### src/sdram_addr_map_consts.vh
// constants for the sdram address mapper
// assumes inclusion by bare name from src/
`ifndef SDRAM_ADDR_MAP_CONSTS_VH
`define SDRAM_ADDR_MAP_CONSTS_VH
`define AW              28
`define COL_W_MAX       11
`define ROW_W_MAX       13
`define BANK_W          2
`define LANE_W          2
`define BUS_32          1'h1
`define BUS_16          1'h0
`define COLS_256        2'h0
`define COLS_512        2'h1
`define COLS_1024       2'h2
`define COLS_2048       2'h3
`define ROWS_2K         2'h0
`define ROWS_4K         2'h1
`define ROWS_8K         2'h2
`define COL_W_256       4'h8
`define COL_W_512       4'h9
`define COL_W_1024      4'hA
`define COL_W_2048      4'hB
`define ROW_W_2K        4'hB
`define ROW_W_4K        4'hC
`define ROW_W_8K        4'hD
`define LANE_W32        4'h2
`define LANE_W16        4'h1
`define LANE_LSB        0
`define LANE_MSB_32     1
`define BANK_FIELD_W    5'h2
`define BANK_HI_POS     1
`define BANK_LO_POS     0
`define RST_VALID       1'h0
`define RST_LANE        2'h0
`define RST_HALF_LANE   1'h0
`define RST_COLUMN      11'h000
`define RST_ROW         13'h0000
`define RST_BANK        2'h0
`define RST_BANK_PIN    1'h0
`endif

### src/sdram_addr_map.v
// sdram address mapper: splits a linear cpu byte address into
// byte lane, column, row and bank fields.
// assumes configuration inputs are static while requests flow.
`timescale 1ns/1ps
`default_nettype none
`include "sdram_addr_map_consts.vh"

// Functional notes
// linear address mapped to sdram fields automatically
// 32-bit bus: two lane bits, column at bit 2
// 16-bit bus: one lane bit, column at bit 1
// column width 8 to 11 bits from config
// 2K rows: 11-bit row above column
// 4K rows: 12-bit row above column
// 8K rows: 13-bit row above column
// 2-bit bank above row drives bank selects
// software sets bus width in mode setting
// software sets column and row counts first
// bits above bank field ignored, image repeats
module sdram_addr_map
(
    input  wire                    core_clk_i,
    input  wire                    nrst_i,
    input  wire                    req_valid_i,
    input  wire [`AW-1:0]          cpu_addr_i,
    input  wire                    bus_is_32_i,
    input  wire [1:0]              col_cfg_i,
    input  wire [1:0]              row_cfg_i,
    output wire                    map_valid_o,
    output wire [1:0]              byte_lane_o,
    output wire                    halfword_byte_lane_o,
    output wire [`COL_W_MAX-1:0]   column_o,
    output wire [`ROW_W_MAX-1:0]   row_o,
    output wire [`BANK_W-1:0]      bank_field_o,
    output wire                    bank_select_hi_o,
    output wire                    bank_select_lo_o
);

    // lane bits below the column: two on a word bus, one on a half-word bus
    function [3:0] lane_width;
        input bus32;
        begin
            if (bus32 == `BUS_32)
            begin
                lane_width = `LANE_W32;
            end
            else
            begin
                lane_width = `LANE_W16;
            end
        end
    endfunction

    function [3:0] col_width;
        input [1:0] code;
        begin
            case (code)
                `COLS_256:  col_width = `COL_W_256;
                `COLS_512:  col_width = `COL_W_512;
                `COLS_1024: col_width = `COL_W_1024;
                `COLS_2048: col_width = `COL_W_2048;
                default:    col_width = `COL_W_256;
            endcase
        end
    endfunction

    // reserved code falls back to the widest row so no address bit is lost
    function [3:0] row_width;
        input [1:0] code;
        begin
            case (code)
                `ROWS_2K: row_width = `ROW_W_2K;
                `ROWS_4K: row_width = `ROW_W_4K;
                `ROWS_8K: row_width = `ROW_W_8K;
                default:  row_width = `ROW_W_8K;
            endcase
        end
    endfunction

    function [`AW-1:0] low_mask;
        input [4:0] width;
        begin
            low_mask = ~({`AW{1'h1}} << width);
        end
    endfunction

    // one field: shift its lowest bit down, keep width bits
    function [`AW-1:0] take_field;
        input [`AW-1:0] addr;
        input [4:0]     lsb;
        input [4:0]     width;
        begin
            take_field = (addr >> lsb) & low_mask(width);
        end
    endfunction

    reg  [3:0]             lane_w;
    reg  [3:0]             col_w;
    reg  [3:0]             row_w;
    reg  [4:0]             col_lsb;
    reg  [4:0]             row_lsb;
    reg  [4:0]             bank_lsb;
    reg  [`AW-1:0]         col_raw;
    reg  [`AW-1:0]         row_raw;
    reg  [`AW-1:0]         bank_raw;

    reg                    map_valid_d;
    reg                    map_valid_q;
    reg  [1:0]             byte_lane_d;
    reg  [1:0]             byte_lane_q;
    reg                    halfword_byte_lane_d;
    reg                    halfword_byte_lane_q;
    reg  [`COL_W_MAX-1:0]  column_d;
    reg  [`COL_W_MAX-1:0]  column_q;
    reg  [`ROW_W_MAX-1:0]  row_d;
    reg  [`ROW_W_MAX-1:0]  row_q;
    reg  [`BANK_W-1:0]     bank_field_d;
    reg  [`BANK_W-1:0]     bank_field_q;
    reg                    bank_select_hi_d;
    reg                    bank_select_hi_q;
    reg                    bank_select_lo_d;
    reg                    bank_select_lo_q;

    // config is not resynchronised; it must stay still while requests flow
    always @*
    begin
        lane_w   = lane_width(bus_is_32_i);                       // see R2
        col_w    = col_width(col_cfg_i);
        row_w    = row_width(row_cfg_i);                          // see R5 see R6
        col_lsb  = {1'h0, lane_w};
        row_lsb  = col_lsb + {1'h0, col_w};
        bank_lsb = row_lsb + {1'h0, row_w};
    end

    // bits above the bank never reach a field, so the image repeats
    always @*
    begin
        col_raw  = take_field(cpu_addr_i, col_lsb, {1'h0, col_w});
        row_raw  = take_field(cpu_addr_i, row_lsb, {1'h0, row_w});    // see R5 see R6
        bank_raw = take_field(cpu_addr_i, bank_lsb, `BANK_FIELD_W);   // see R8
    end

    // fields hold between requests so the command side may read them late
    always @*
    begin
        map_valid_d          = req_valid_i;
        byte_lane_d          = byte_lane_q;
        halfword_byte_lane_d = halfword_byte_lane_q;
        column_d             = column_q;
        row_d                = row_q;
        bank_field_d         = bank_field_q;
        bank_select_hi_d     = bank_select_hi_q;
        bank_select_lo_d     = bank_select_lo_q;
        if (req_valid_i)
        begin
            if (bus_is_32_i == `BUS_32)
            begin
                byte_lane_d = cpu_addr_i[`LANE_MSB_32:`LANE_LSB];
            end
            else
            begin
                byte_lane_d = {1'h0, cpu_addr_i[`LANE_LSB]};
            end
            halfword_byte_lane_d = cpu_addr_i[`LANE_LSB];
            column_d             = col_raw[`COL_W_MAX-1:0];
            row_d                = row_raw[`ROW_W_MAX-1:0];                // see R5 see R6
            bank_field_d         = bank_raw[`BANK_W-1:0];
            bank_select_hi_d     = bank_raw[`BANK_HI_POS];
            bank_select_lo_d     = bank_raw[`BANK_LO_POS];
        end
    end

    // valid pulses once per request, one cycle after it is taken
    always @(posedge core_clk_i or negedge nrst_i)
    begin
        if (!nrst_i)
        begin
            map_valid_q <= `RST_VALID;
        end
        else
        begin
            map_valid_q <= map_valid_d;
        end
    end

    // first request may follow the reset release at once
    always @(posedge core_clk_i or negedge nrst_i)
    begin
        if (!nrst_i)
        begin
            byte_lane_q          <= `RST_LANE;
            halfword_byte_lane_q <= `RST_HALF_LANE;
            column_q             <= `RST_COLUMN;
            row_q                <= `RST_ROW;
            bank_field_q         <= `RST_BANK;
            bank_select_hi_q     <= `RST_BANK_PIN;
            bank_select_lo_q     <= `RST_BANK_PIN;
        end
        else
        begin
            byte_lane_q          <= byte_lane_d;
            halfword_byte_lane_q <= halfword_byte_lane_d;
            column_q             <= column_d;
            row_q                <= row_d;
            bank_field_q         <= bank_field_d;
            bank_select_hi_q     <= bank_select_hi_d;
            bank_select_lo_q     <= bank_select_lo_d;
        end
    end

    // outputs straight from the flops, no logic after them
    assign map_valid_o          = map_valid_q;
    assign byte_lane_o          = byte_lane_q;
    assign halfword_byte_lane_o = halfword_byte_lane_q;
    assign column_o             = column_q;
    assign row_o                = row_q;
    assign bank_field_o         = bank_field_q;
    assign bank_select_hi_o     = bank_select_hi_q;
    assign bank_select_lo_o     = bank_select_lo_q;

endmodule // sdram_addr_map
`default_nettype wire

### config.mk
export PLATFORM = sky130hd
export DESIGN_NAME = sdram_addr_map
export DESIGN_NICKNAME = d
export VERILOG_FILES = /design/src/sdram_addr_map.v
export VERILOG_INCLUDE_DIRS = /design/src /design/src/src
export SDC_FILE = /design/constraint.sdc
export NUM_CORES = 1
export LEC_CHECK = 0
export BUFFER_PORTS_ARGS = -buffer_cell sky130_fd_sc_hd__buf_2
export CORE_ASPECT_RATIO = 2
export CORE_MARGIN = 8
export CORE_UTILIZATION = 55
export CTS_BUF_LIST = sky130_fd_sc_hd__clkbuf_4 sky130_fd_sc_hd__clkbuf_8 sky130_fd_sc_hd__clkbuf_16
export DETAILED_ROUTE_END_ITERATION = 8
export GPL_ROUTABILITY_DRIVEN = 0
export GPL_TIMING_DRIVEN = 0
export PLACE_DENSITY = 0.85
export SKIP_CTS_REPAIR_TIMING = 1
export SYNTH_ARGS = -nofsm -noshare
export SYNTH_HDL_FRONTEND = slang
export SYNTH_SLANG_ARGS = --single-unit
### constraint.sdc
create_clock -name core_clk_i -period 1.8 [get_ports core_clk_i]
set_input_delay 0.45 -clock core_clk_i [delete_from_list [all_inputs] [get_ports core_clk_i]]
set_output_delay 0.45 -clock core_clk_i [all_outputs]
set_load 0.02 [all_outputs]
---- Yosys cells after proc, flatten, opt, wreduce, memory -nomap -nowiden ----
Index checks and enable logic that the tools add are counted.
storage, ports and cells
  output and inout bits ................... 32
  input port bits ......................... 36
  bits in registers ....................... 32
operators by class
  shift operators ......................... 5
  add/sub/neg operators ................... 2
  reductions and logical operators ........ 2
  mux-type cells .......................... 4
  eq/ne operators ......................... 4
  bitwise operators ....................... 4
operators by type and width
  kind                                               count
  left shift 28 x 4 -> 11 bit, first input constant  1
  left shift 28 x 4 -> 13 bit, first input constant  1
  right shift 28 x 2 -> 11 bit                       1
  right shift 28 x 5 -> 13 bit                       1
  right shift 28 x 5 -> 2 bit                        1
  case mux 4 bit (4 select lines)                    1
  bitwise AND 13 bit                                 1
  NOT 13 bit                                         1
  bitwise AND 11 bit                                 1
  NOT 11 bit                                         1
  case mux 3 bit (2 select lines)                    1
  adder 2 x 4 -> 5 bit                               1
  adder 5 x 4 -> 5 bit                               1
  == test 2 x 1 -> 1 bit, second input constant      2
  == test 2 bit, second input constant               2
  logical NOT 2 bit                                  2
  2-to-1 mux 2 bit                                   2

---- Logic depth before layout (Yosys ltp) ----
Gate-level depths: netlist of run 1.
  depth in word-level cells ............... 5
  depth in mapped cells ................... 15
  depth with buffers taken out ............ 10

---- Worst setup path before layout of run 1 ----
OpenSTA, ideal clock, no wires.
  path type ............................... input port to flip-flop
  from .................................... input bus_is_32_i
  to ...................................... register bank_field_q[0], in the netlist bank_field_o[0]
  setup time .............................. 0.127 ns
  stages on the path ...................... 14
  slack ................................... -1.830 ns
  required time ........................... 1.673 ns
  arrival time ............................ 3.503 ns
  path through ............................ clkbuf_1 buf_2 inv_1 ha_1 inv_1 fa_1 buf_2 buf_4 xnor2_1 ha_1 clkbuf_1 mux4_2 mux2i_1 o21ai_1
between the ends
  longest elaborated chain between the ends .. 4
ends and longest elaborated chain
  element                      RTL line              RTL
  from (decl)                  sdram_addr_map.v:26   input wire bus_is_32_i,
  2-to-1 mux 2 bit             sdram_addr_map.v:43   if (bus32 == `BUS_32)
  adder 2 x 4 -> 5 bit         sdram_addr_map.v:131  row_lsb = col_lsb + {1'h0, col_w};
  adder 5 x 4 -> 5 bit         sdram_addr_map.v:132  bank_lsb = row_lsb + {1'h0, row_w};
  right shift 28 x 5 -> 2 bit  sdram_addr_map.v:93   take_field = (addr >> lsb) & low_mask(width);
  to (signal assigned)         sdram_addr_map.v:195  bank_field_q <= `RST_BANK;
  to (signal assigned)         sdram_addr_map.v:205  bank_field_q <= bank_field_d;
  to (decl)                    sdram_addr_map.v:118  reg [`BANK_W-1:0] bank_field_q;
No other way between the ends.
A chain may end at the register's enable or synchronous reset.

---- Final worst setup path of run 1 ----
Same ends and word-level chain as after synthesis.

==> results.cfg, run 1 <==
[floorplan]
rows = 32
dieArea_um2 = 6210
ioPinCount = 68
die_w_um = 59.8
die_h_um = 104
initial_core_util_pct = 56.2
core_area_um2 = 3760

[pwr]
power_frac_seq_pct = 32.2
p_per_area_nw_per_um2 = 881
p_leak_nw = 1.32
p_sw_share_pct = 35.3
p_sw_mw = 0.883
max-vdd-ir-drop_mv = 0.599
p_int_mw = 1.62
p_comb_share_pct = 45.9
p_clk_share_pct = 22.0

[logic_synthesis]
synth_area_per_cell_um2 = 10.4
syn_inst = 203
ys_seq_elements = 29
synth_common_cells = dfrtp_1, mux2i_1, nand2_1
synth-edff-count = 0
ys.flop_type = dfrtp_1
synth_top_area_share_pct = 34.3
ys_warn_count = 0
netlist.top_cell.by_area = dfrtp_1
synth_fp_nets = 244
yosysMostFrequentCell = dfrtp_1
synth_cell_types = 34
synth_area_leaders = dfrtp_1, mux4_2, mux2i_1, nand2_1, nor2_1
async_flop_share_pct = 100
yosysSeqAreaShare_pct = 34.3
netlist_area_um2 = 2110

[outcome]
status = complete, but fails checks
failed_checks = setup timing

[worst_setup_path]
arrival_ps = 2860
required_ps = 1960
worst-r2r-setup-slack_ps = 880
critPathBufInv = 6
cp_slowest_cell = fa_2
crit_path_max_incr_delay_ps = 620
cp_top_family = adder cells
crit_path_end_kind = register
startpoint_type = input pin
r2r_cells = 3
critPathKind = input pin to register
r2r-end = bank_field_o[1]
rr_startpoint = bank_field_o[1]
cpMostUsedCell = buf_8
cp_max_fo = 8
cp_cell_sequence = buf_16 -> clkinv_8 -> ha_4 -> inv_2 -> fa_2 -> buf_8 -> buf_8 -> xnor2_2 -> ha_1 -> buf_8 -> mux4_2 -> mux2i_1 -> o21ai_1

[cts]
root_buffer = clkbuf_8
cts_buffers = 5
htreeDepth = 2
cts.clk_slew.worst_paths_ps = 60
cts_tree = built
insertion_delay_ps = 280
cts_buffer_depth = 2
cts_sinks = 29

[route]
drt_iter0_drc = 74
firstDrtPassIters = 4
post-route-drc-count = 0
routed_wl_um = 5940
viasPerCell = 5.91
drtAntennaViolNets = 0
post_drt_wl_per_cell_um = 17.6
via_count = 1996

[timing]
setup_tns_ps = -6000
min_period_ps = 2700
report.final.slew_viol_count = 0
clock.fmax_ghz = 0.371
timing.final.ws_setup_ps = -897
setup_viol = 15
finalCritPeriodShare_pct = 150
hold_viol = 0
relSlewSlack_pct = 57.2
finClkSkew_ps = 0
rsz0062_at_grt = true
tightest_slew_ps = 642
fin_hold_ws_ps = 190

[global_route]
grt-ovfl-total = 0
grt_pass1_wl_um = 9470
grt_usage_pct = 19.1
grt_pass1_vias = 2056
grt_max_degree = 30
antenna_found_initial = 0

[layout]
areaGrowthSynthToFinish_pct = 34.2
antenna_cells = 0
drive_above_1_share_pct = 45.3
fin_cells = 338
nets = 328

[place]
post-dp-hpwl_um = 4500
port_buffers = 66
dp.cells = 320

[min_path]
hp-class = input pin to async pin

[run]
cap_violations = 0
-- metal layers --
layer | up-vias | routed length [µm] | part of all wire, % | global-route usage (%)
li1 | 903 | - | - | -
met1 | 975 | 2190 | 37 | 21.3
met2 | 101 | 3080 | 52 | 32.0
met3 | 17 | 503 | 8.5 | 5.20
met4 | 0 | 166 | 2.8 | 8.43
met5 | - | 0 | 0 | 0
-- worst max path at each step --
stage          slack [ps]   startpoint  cells after the start         endpoint
6_report             -900  bus_is_32_i                     13  bank_field_o[0]
3_3_place_gp        -1480  bus_is_32_i                     14  bank_field_o[0]
5_1_grt              -960  bus_is_32_i                     13  bank_field_o[0]
3_5_place_dp        -1520  bus_is_32_i                     14  bank_field_o[0]
4_1_cts             -1230  bus_is_32_i                     14  bank_field_o[0]
2_1_floorplan       -1290  bus_is_32_i                     14  bank_field_o[0]
-- final cells by class --
cell class | count | area [µm²]
fillers | 284 | 926
inverters | 11 | 56.3
flip-flops and latches | 29 | 726
repair buffers | 79 | 430
well taps | 51 | 63.8
plain buffers | 18 | 163
multi-input cells | 143 | 1310
clock buffers | 7 | 90.1
-- power by group through the flow --
stage	registers, mW	clock network [mW]	logic [mW]
6_report	0.805	0.549	1.15
2_1_floorplan	0.934	0	0.605
4_1_cts	0.803	0.556	1.03
3_5_place_dp	0.814	0	1.03
5_1_grt	0.816	0.586	1.23
3_3_place_gp	0.807	0	1.00
-- cells in the final DEF (no fill, tap or decap), types with 2 or more instances in the layout --
cell type	synthesis	routed
buf_4	4	17
a21oi_1	8	8
o211ai_1	5	5
ha_1	4	2
clkbuf_8	0	6
nand2_1	21	19
clkbuf_1	8	4
nand2_2	0	2
inv_1	11	8
buf_8	1	4
buf_2	2	65
nor2_1	17	17
nand2b_1	4	4
a31oi_1	7	7
nand3_1	4	4
and2_1	2	2
dfrtp_1	29	29
mux4_2	15	15
mux2i_1	27	25
o21ai_0	3	2
mux2_2	4	3
ha_4	0	2
o21a_1	4	4
o21ai_1	2	3
buf_6	1	2
o22ai_1	4	4
nor2b_1	2	2
buf_1	4	4
-- flip-flops by register name, summed over array words and instances, names as in the netlist --
register,count
row_o,13
column_o,11
byte_lane_o,2
bank_field_o,2
map_valid_o,1
-- through the flow --
stage / util (%) / instance area [µm²] / setup slack (ps) / total power [mW]
after floorplan: - / 2190 / -1290 / 1.54
after global placement: 68.7 / 2580 / -1480 / 1.81
after detailed placement: 68.7 / 2580 / -1520 / 1.84
after CTS: 71.1 / 2680 / -1230 / 2.39
after global routing: 75.4 / 2840 / -960 / 2.64
final: 75.4 / 2840 / -897 / 2.50
-- logic make-up after synthesis --
logic type / synth area share (%)
AND/OR/NAND/NOR: 11.8
AO/OA/AOI/OAI: 12.0
buffers and inverters: 7.22
XOR/XNOR: 0.414
flip-flops: 34.3
multiplexers: 30.9
adder cells (fa/ha/maj): 3.31
(Power assumes the default switching activity.)
==> run 2, diff against run 1 <==
--- a/config.mk
+++ b/config.mk
@@ -6,6 +6,7 @@
 export SDC_FILE = /design/constraint.sdc
 export NUM_CORES = 1
 export LEC_CHECK = 0
+export ABC_AREA = 1
 export BUFFER_PORTS_ARGS = -buffer_cell sky130_fd_sc_hd__buf_2
 export CORE_ASPECT_RATIO = 2
 export CORE_MARGIN = 8
==> results.cfg, run 2 <==
[timing]
min_period_ps = 2300
finClkSkew_ps = 0
relSlewSlack_pct = 55.4
setup_viol = 13
fin_hold_ws_ps = 203
rsz0062_at_grt = true
timing.final.ws_setup_ps = -497
tightest_slew_ps = 668
hold_viol = 0
finalCritPeriodShare_pct = 128
clock.fmax_ghz = 0.435
report.final.slew_viol_count = 0

[worst_setup_path]
cp_cell_sequence = buf_12 -> clkinv_8 -> ha_4 -> inv_2 -> fa_2 -> inv_4 -> nor2_4 -> nor2_4 -> ha_4 -> inv_4 -> a21oi_2 -> o21ai_1 -> nand2_1 -> nand2_1 -> nand3_1 -> nand2_1 -> nand2_1 -> nand2_1
cp_slowest_cell = fa_2
critPathKind = input pin to register
arrival_ps = 2460
required_ps = 1970
startpoint_type = input pin
cpMostUsedCell = nand2_1
crit_path_end_kind = register
cp_max_fo = 7
crit_path_max_incr_delay_ps = 570

[pwr]
p_per_area_nw_per_um2 = 889
max-vdd-ir-drop_mv = 0.691
p_leak_nw = 1.51
power.total_mw = 2.47

[global_route]
grt_pass1_wl_um = 11000
antenna_found_initial = 0
grt_pass1_vias = 2509
grt_usage_pct = 22.1
grt_max_degree = 30
grt-ovfl-total = 0

[logic_synthesis]
synth-edff-count = 0
netlist.top_cell.by_area = dfrtp_1
synth_fp_nets = 377
synth_area_per_cell_um2 = 6.32
synth_area_leaders = dfrtp_1, nand2_1, o21ai_0, nand3_1, o21ai_1
yosysSeqAreaShare_pct = 34.2
synth_cell_types = 23
ys_warn_count = 0
synth_top_area_share_pct = 34.2
netlist_area_um2 = 2120
ys.flop_type = dfrtp_1
ys_seq_elements = 29
syn_inst = 336
yosysMostFrequentCell = nand2_1
synth_common_cells = nand2_1, o21ai_0, dfrtp_1
async_flop_share_pct = 100

[cts]
cts_tree = built
root_buffer = clkbuf_8
cts_sinks = 29
cts_buffers = 5
cts.clk_slew.worst_paths_ps = 70
insertion_delay_ps = 280
htreeDepth = 2
cts_buffer_depth = 2

[place]
dp.cells = 454
dpl-instance-area_um2 = 2540
port_buffers = 67
post-dp-hpwl_um = 5050

[route]
post-route-drc-count = 0
post_drt_wl_per_cell_um = 15.1
firstDrtPassIters = 5
drtAntennaViolNets = 0
routed_wl_um = 7020
routed-wl-met2_um = 3520
drt_iter0_drc = 138
wl_met3_um = 501
viasPerCell = 5.48
drt-met1-wl_um = 2720
via_count = 2554
top_layer = met4

[floorplan]
initial_core_util_pct = 56.4
dieArea_um2 = 6220
ioPinCount = 68
core_area_um2 = 3760
die_h_um = 104
die_w_um = 59.9
rows = 32

[layout]
antenna_cells = 0
final_common_cell = nand2_1
areaGrowthSynthToFinish_pct = 30.7
nets = 455
fillers = 330
largest_reg_flops = 13
fin_cells = 466
final_area_um2 = 2770
drive_above_1_share_pct = 27.2
final_cell_mix = nand2_1, buf_2, o21ai_0, dfrtp_1, inv_1

[run]
cap_violations = 0

[min_path]
hp-class = input pin to async pin

[outcome]
failed_checks = setup timing
status = complete, but fails checks
[run 2: changes by cell type after synthesis, sizes merged, moves of 4 or more]
cell    previous run  this run
o21ai              5        59
mux2               4         0
inv               11        29
mux4              15         0
nor2              17        21
a31oi              7         3
mux2i             27         0
o21a               4         0
nand2             21       133
nand3              4        20
nand2b             4         0
[run 2: worst max-delay path: cells and delay by family]
family / cells / cell delay [ps]
AOI/OAI and AO/OA: 2 / 150
adders and majority gates: 3 / 990
buffers and inverters: 5 / 310
and+or+nand+nor: 8 / 550
[run 2: stage by stage]
step | TNS (ps) | worst slack, ps | util (%)
after floorplan | -2940 | -707 | -
after global placement | -7780 | -1080 | 67.5
after detailed placement | -8450 | -1140 | 67.5
after CTS | -4310 | -867 | 69.8
after global routing | -2490 | -632 | 73.7
final | -1560 | -497 | 73.7
[run 2: cell families (layout without fill, tap and decap cells)]
family / after synthesis / after routing / share of synthesized area, %
and+or+nand+nor: 176 / 176 / 32.8
buffers and inverters: 50 / 129 / 10.8
AOI/OAI and AO/OA: 76 / 76 / 18.9
adders and majority gates: 5 / 5 / 3.30
DFF: 29 / 29 / 34.2
[run 2: area by class of cell]
| type | count | area [µm²] | share of cell area (%) |
|---|---|---|---|
| Clock inverter | 2 | 10.0 | 0.361 |
| Buffer | 18 | 131 | 4.74 |
| Timing Repair Buffer | 73 | 402 | 14.5 |
| Inverter | 30 | 135 | 4.87 |
| Tap cell | 51 | 63.8 | 2.30 |
| Clock buffer | 6 | 76.3 | 2.75 |
| Multi-Input combinational cell | 257 | 1230 | 44.3 |
| Sequential cell | 29 | 726 | 26.2 |
[run 2: worst paths after layout]
| check | start | end | slack [ps] | depth (start not counted) |
|---|---|---|---|---|
| worst min register to register | row_o[9] | row_o[9] | 480 | 2 |
| worst max-delay path | bus_is_32_i | bank_field_o[0] | -500 | 18 |
| worst min-delay path | nrst_i | row_o[1] | 200 | 1 |
| min in group core_clk_i | req_valid_i | map_valid_o | 370 | 1 |
| max in group asynchronous | nrst_i | row_o[3] | 1160 | 1 |
| worst max register to register | column_o[10] | column_o[10] | 1090 | 2 |
[run 2: routing by layer]
layer / vias to the layer above / track usage, %
met5: - / 0
met4: 0 / 10.5
met3: 29 / 4.83
met2: 133 / 36.7
met1: 1160 / 25.2
li1: 1232 / -
[run 2: power by group]
| group | total, mW | internal, mW | switching [mW] |
|---|---|---|---|
| registers | 0.810 | 0.750 | 0.0600 |
| clock network | 0.538 | 0.282 | 0.256 |
| logic | 1.12 | 0.411 | 0.706 |
==> run 3, diff against run 2 <==
--- a/config.mk
+++ b/config.mk
@@ -16,7 +16,6 @@
 export GPL_ROUTABILITY_DRIVEN = 0
 export GPL_TIMING_DRIVEN = 0
 export PLACE_DENSITY = 0.85
-export SKIP_CTS_REPAIR_TIMING = 1
 export SYNTH_ARGS = -nofsm -noshare
 export SYNTH_HDL_FRONTEND = slang
 export SYNTH_SLANG_ARGS = --single-unit
==> results.cfg, run 3 (same netlist as run 2, synthesis figures left out) <==
[pwr]
p_int_mw = 1.55
power.total_mw = 2.66
p_sw_mw = 1.11
max-vdd-ir-drop_mv = 0.673
power_frac_seq_pct = 30.5
p_leak_nw = 1.60
p_sw_share_pct = 41.8
p_per_area_nw_per_um2 = 889
p_comb_share_pct = 49.2
p_clk_share_pct = 20.4

[layout]
register_area_um2 = 726
final_cell_mix = nand2_1, buf_2, o21ai_0, dfrtp_1, inv_1
fin_cells = 477
nets = 466
final_core_util_pct = 79.4
drive_above_1_share_pct = 33.3
areaGrowthSynthToFinish_pct = 40.9
multiInputGateArea_um2 = 1320
final_area_um2 = 2990
antenna_cells = 0
largest_reg_flops = 13
final_common_cell = nand2_1
fillers = 290

[worst_setup_path]
arrival_ps = 2540
cp-endpoint = bank_field_o[0]
required_ps = 2020
r2r_cells = 2
cp-startpoint = bus_is_32_i
critPathKind = input pin to register
rr_startpoint = row_o[2]
startpoint_type = input pin
worst-r2r-setup-slack_ps = 1110
r2r-end = row_o[2]
cp_max_fo = 5
crit_path_end_kind = register

[place]
post-place-ws_ps = -1140
port_buffers = 67
dp.cells = 454
dpl-instance-area_um2 = 2540
post-dp-hpwl_um = 5050

[cts]
insertion_delay_ps = 280
htreeDepth = 2
cts_buffer_depth = 2
cts.clk_slew.worst_paths_ps = 70
root_buffer = clkbuf_8
cts_sinks = 29
cts_tree = built
holdBufCountCts = 0
cts_buffers = 5

[route]
drt_iter0_drc = 198
via_count = 2733
routed_wl_um = 7850
post-route-drc-count = 0
viasPerCell = 5.73
drtAntennaViolNets = 0
post_drt_wl_per_cell_um = 16.5
firstDrtPassIters = 6

[floorplan]
die_h_um = 104
initial_core_util_pct = 56.4
ioPinCount = 68
core_area_um2 = 3760
dieArea_um2 = 6220
die_w_um = 59.9
rows = 32

[timing]
setup_tns_ps = -6830
timing.final.ws_setup_ps = -526
rsz0062_at_grt = true
relSlewSlack_pct = 55.3
finalCritPeriodShare_pct = 129
fin_hold_ws_ps = 198
clock.fmax_ghz = 0.430
hold_viol = 0
min_period_ps = 2330
setup_viol = 15
finClkSkew_ps = 0
tightest_slew_ps = 671
report.final.slew_viol_count = 0

[global_route]
grt_pass1_vias = 2662
grt_pass1_wl_um = 11900
antenna_found_initial = 0
grt-ovfl-total = 0
grt_max_degree = 30
grt_usage_pct = 24.0

[min_path]
hp-class = input pin to async pin

[run]
cap_violations = 0

[outcome]
failed_checks = setup timing
status = complete, but fails checks
run 3: critical path, stage by stage:
cell and delay [ps]:
buf_12 110, inv_8 40, ha_4 120, inv_2 40
fa_2 560, inv_4 70, nor2_4 120, nor2_4 60
ha_4 300, buf_4 120, o21ai_0 60, o21ai_0 200
nand3_1 100, nand2_1 80, nand2_1 50, nand2_1 70
run 3: area by class of cell:
| cell class | count | area share [%] |
|---|---|---|
| Timing Repair Buffer | 84 | 17.7 |
| Multi-Input combinational cell | 257 | 44.2 |
| Tap cell | 51 | 2.13 |
| Clock inverter | 2 | 0.335 |
| Clock buffer | 6 | 2.55 |
| Buffer | 18 | 4.60 |
| Sequential cell | 29 | 24.3 |
| Inverter | 30 | 4.27 |
run 3: worst min path at each step:
stage / startpoint / cells after the start / to / slack [ps]
6_report: nrst_i / 1 / row_o[1] / 200
5_1_grt: nrst_i / 1 / row_o[0] / 260
4_1_cts: nrst_i / 1 / row_o[1] / 220
3_5_place_dp: row_o[10] / 2 / row_o[10] / 460
3_3_place_gp: row_o[7] / 2 / row_o[7] / 460
2_1_floorplan: nrst_i / 0 / bank_field_o[0] / 150
run 3: power groups by stage:
stage	Clock (mW)	Combinational, mW	Sequential, mW
after global placement	0	0.982	0.810
after CTS	0.543	1.12	0.808
after detailed placement	0	1.01	0.816
after floorplan	0	0.564	0.936
after global routing	0.575	1.40	0.819
final	0.541	1.31	0.810
run 3: what timing repair did:
action | in CTS | in global routing
pin swaps | 14 | 18
gates cloned | 1 | 1
setup buffers | 8 | 7
setup endpoints to repair | 15 | 15
gates resized for setup | 33 | 31
run 3: routing by layer:
metal  track usage (%)  up-vias  share of wire, %
met5                 0        -                 0
met1              27.2     1240                37
met3              5.20       42               9.4
met4              13.3        0               4.6
met2              39.4      196                49
li1                  -     1255                 -
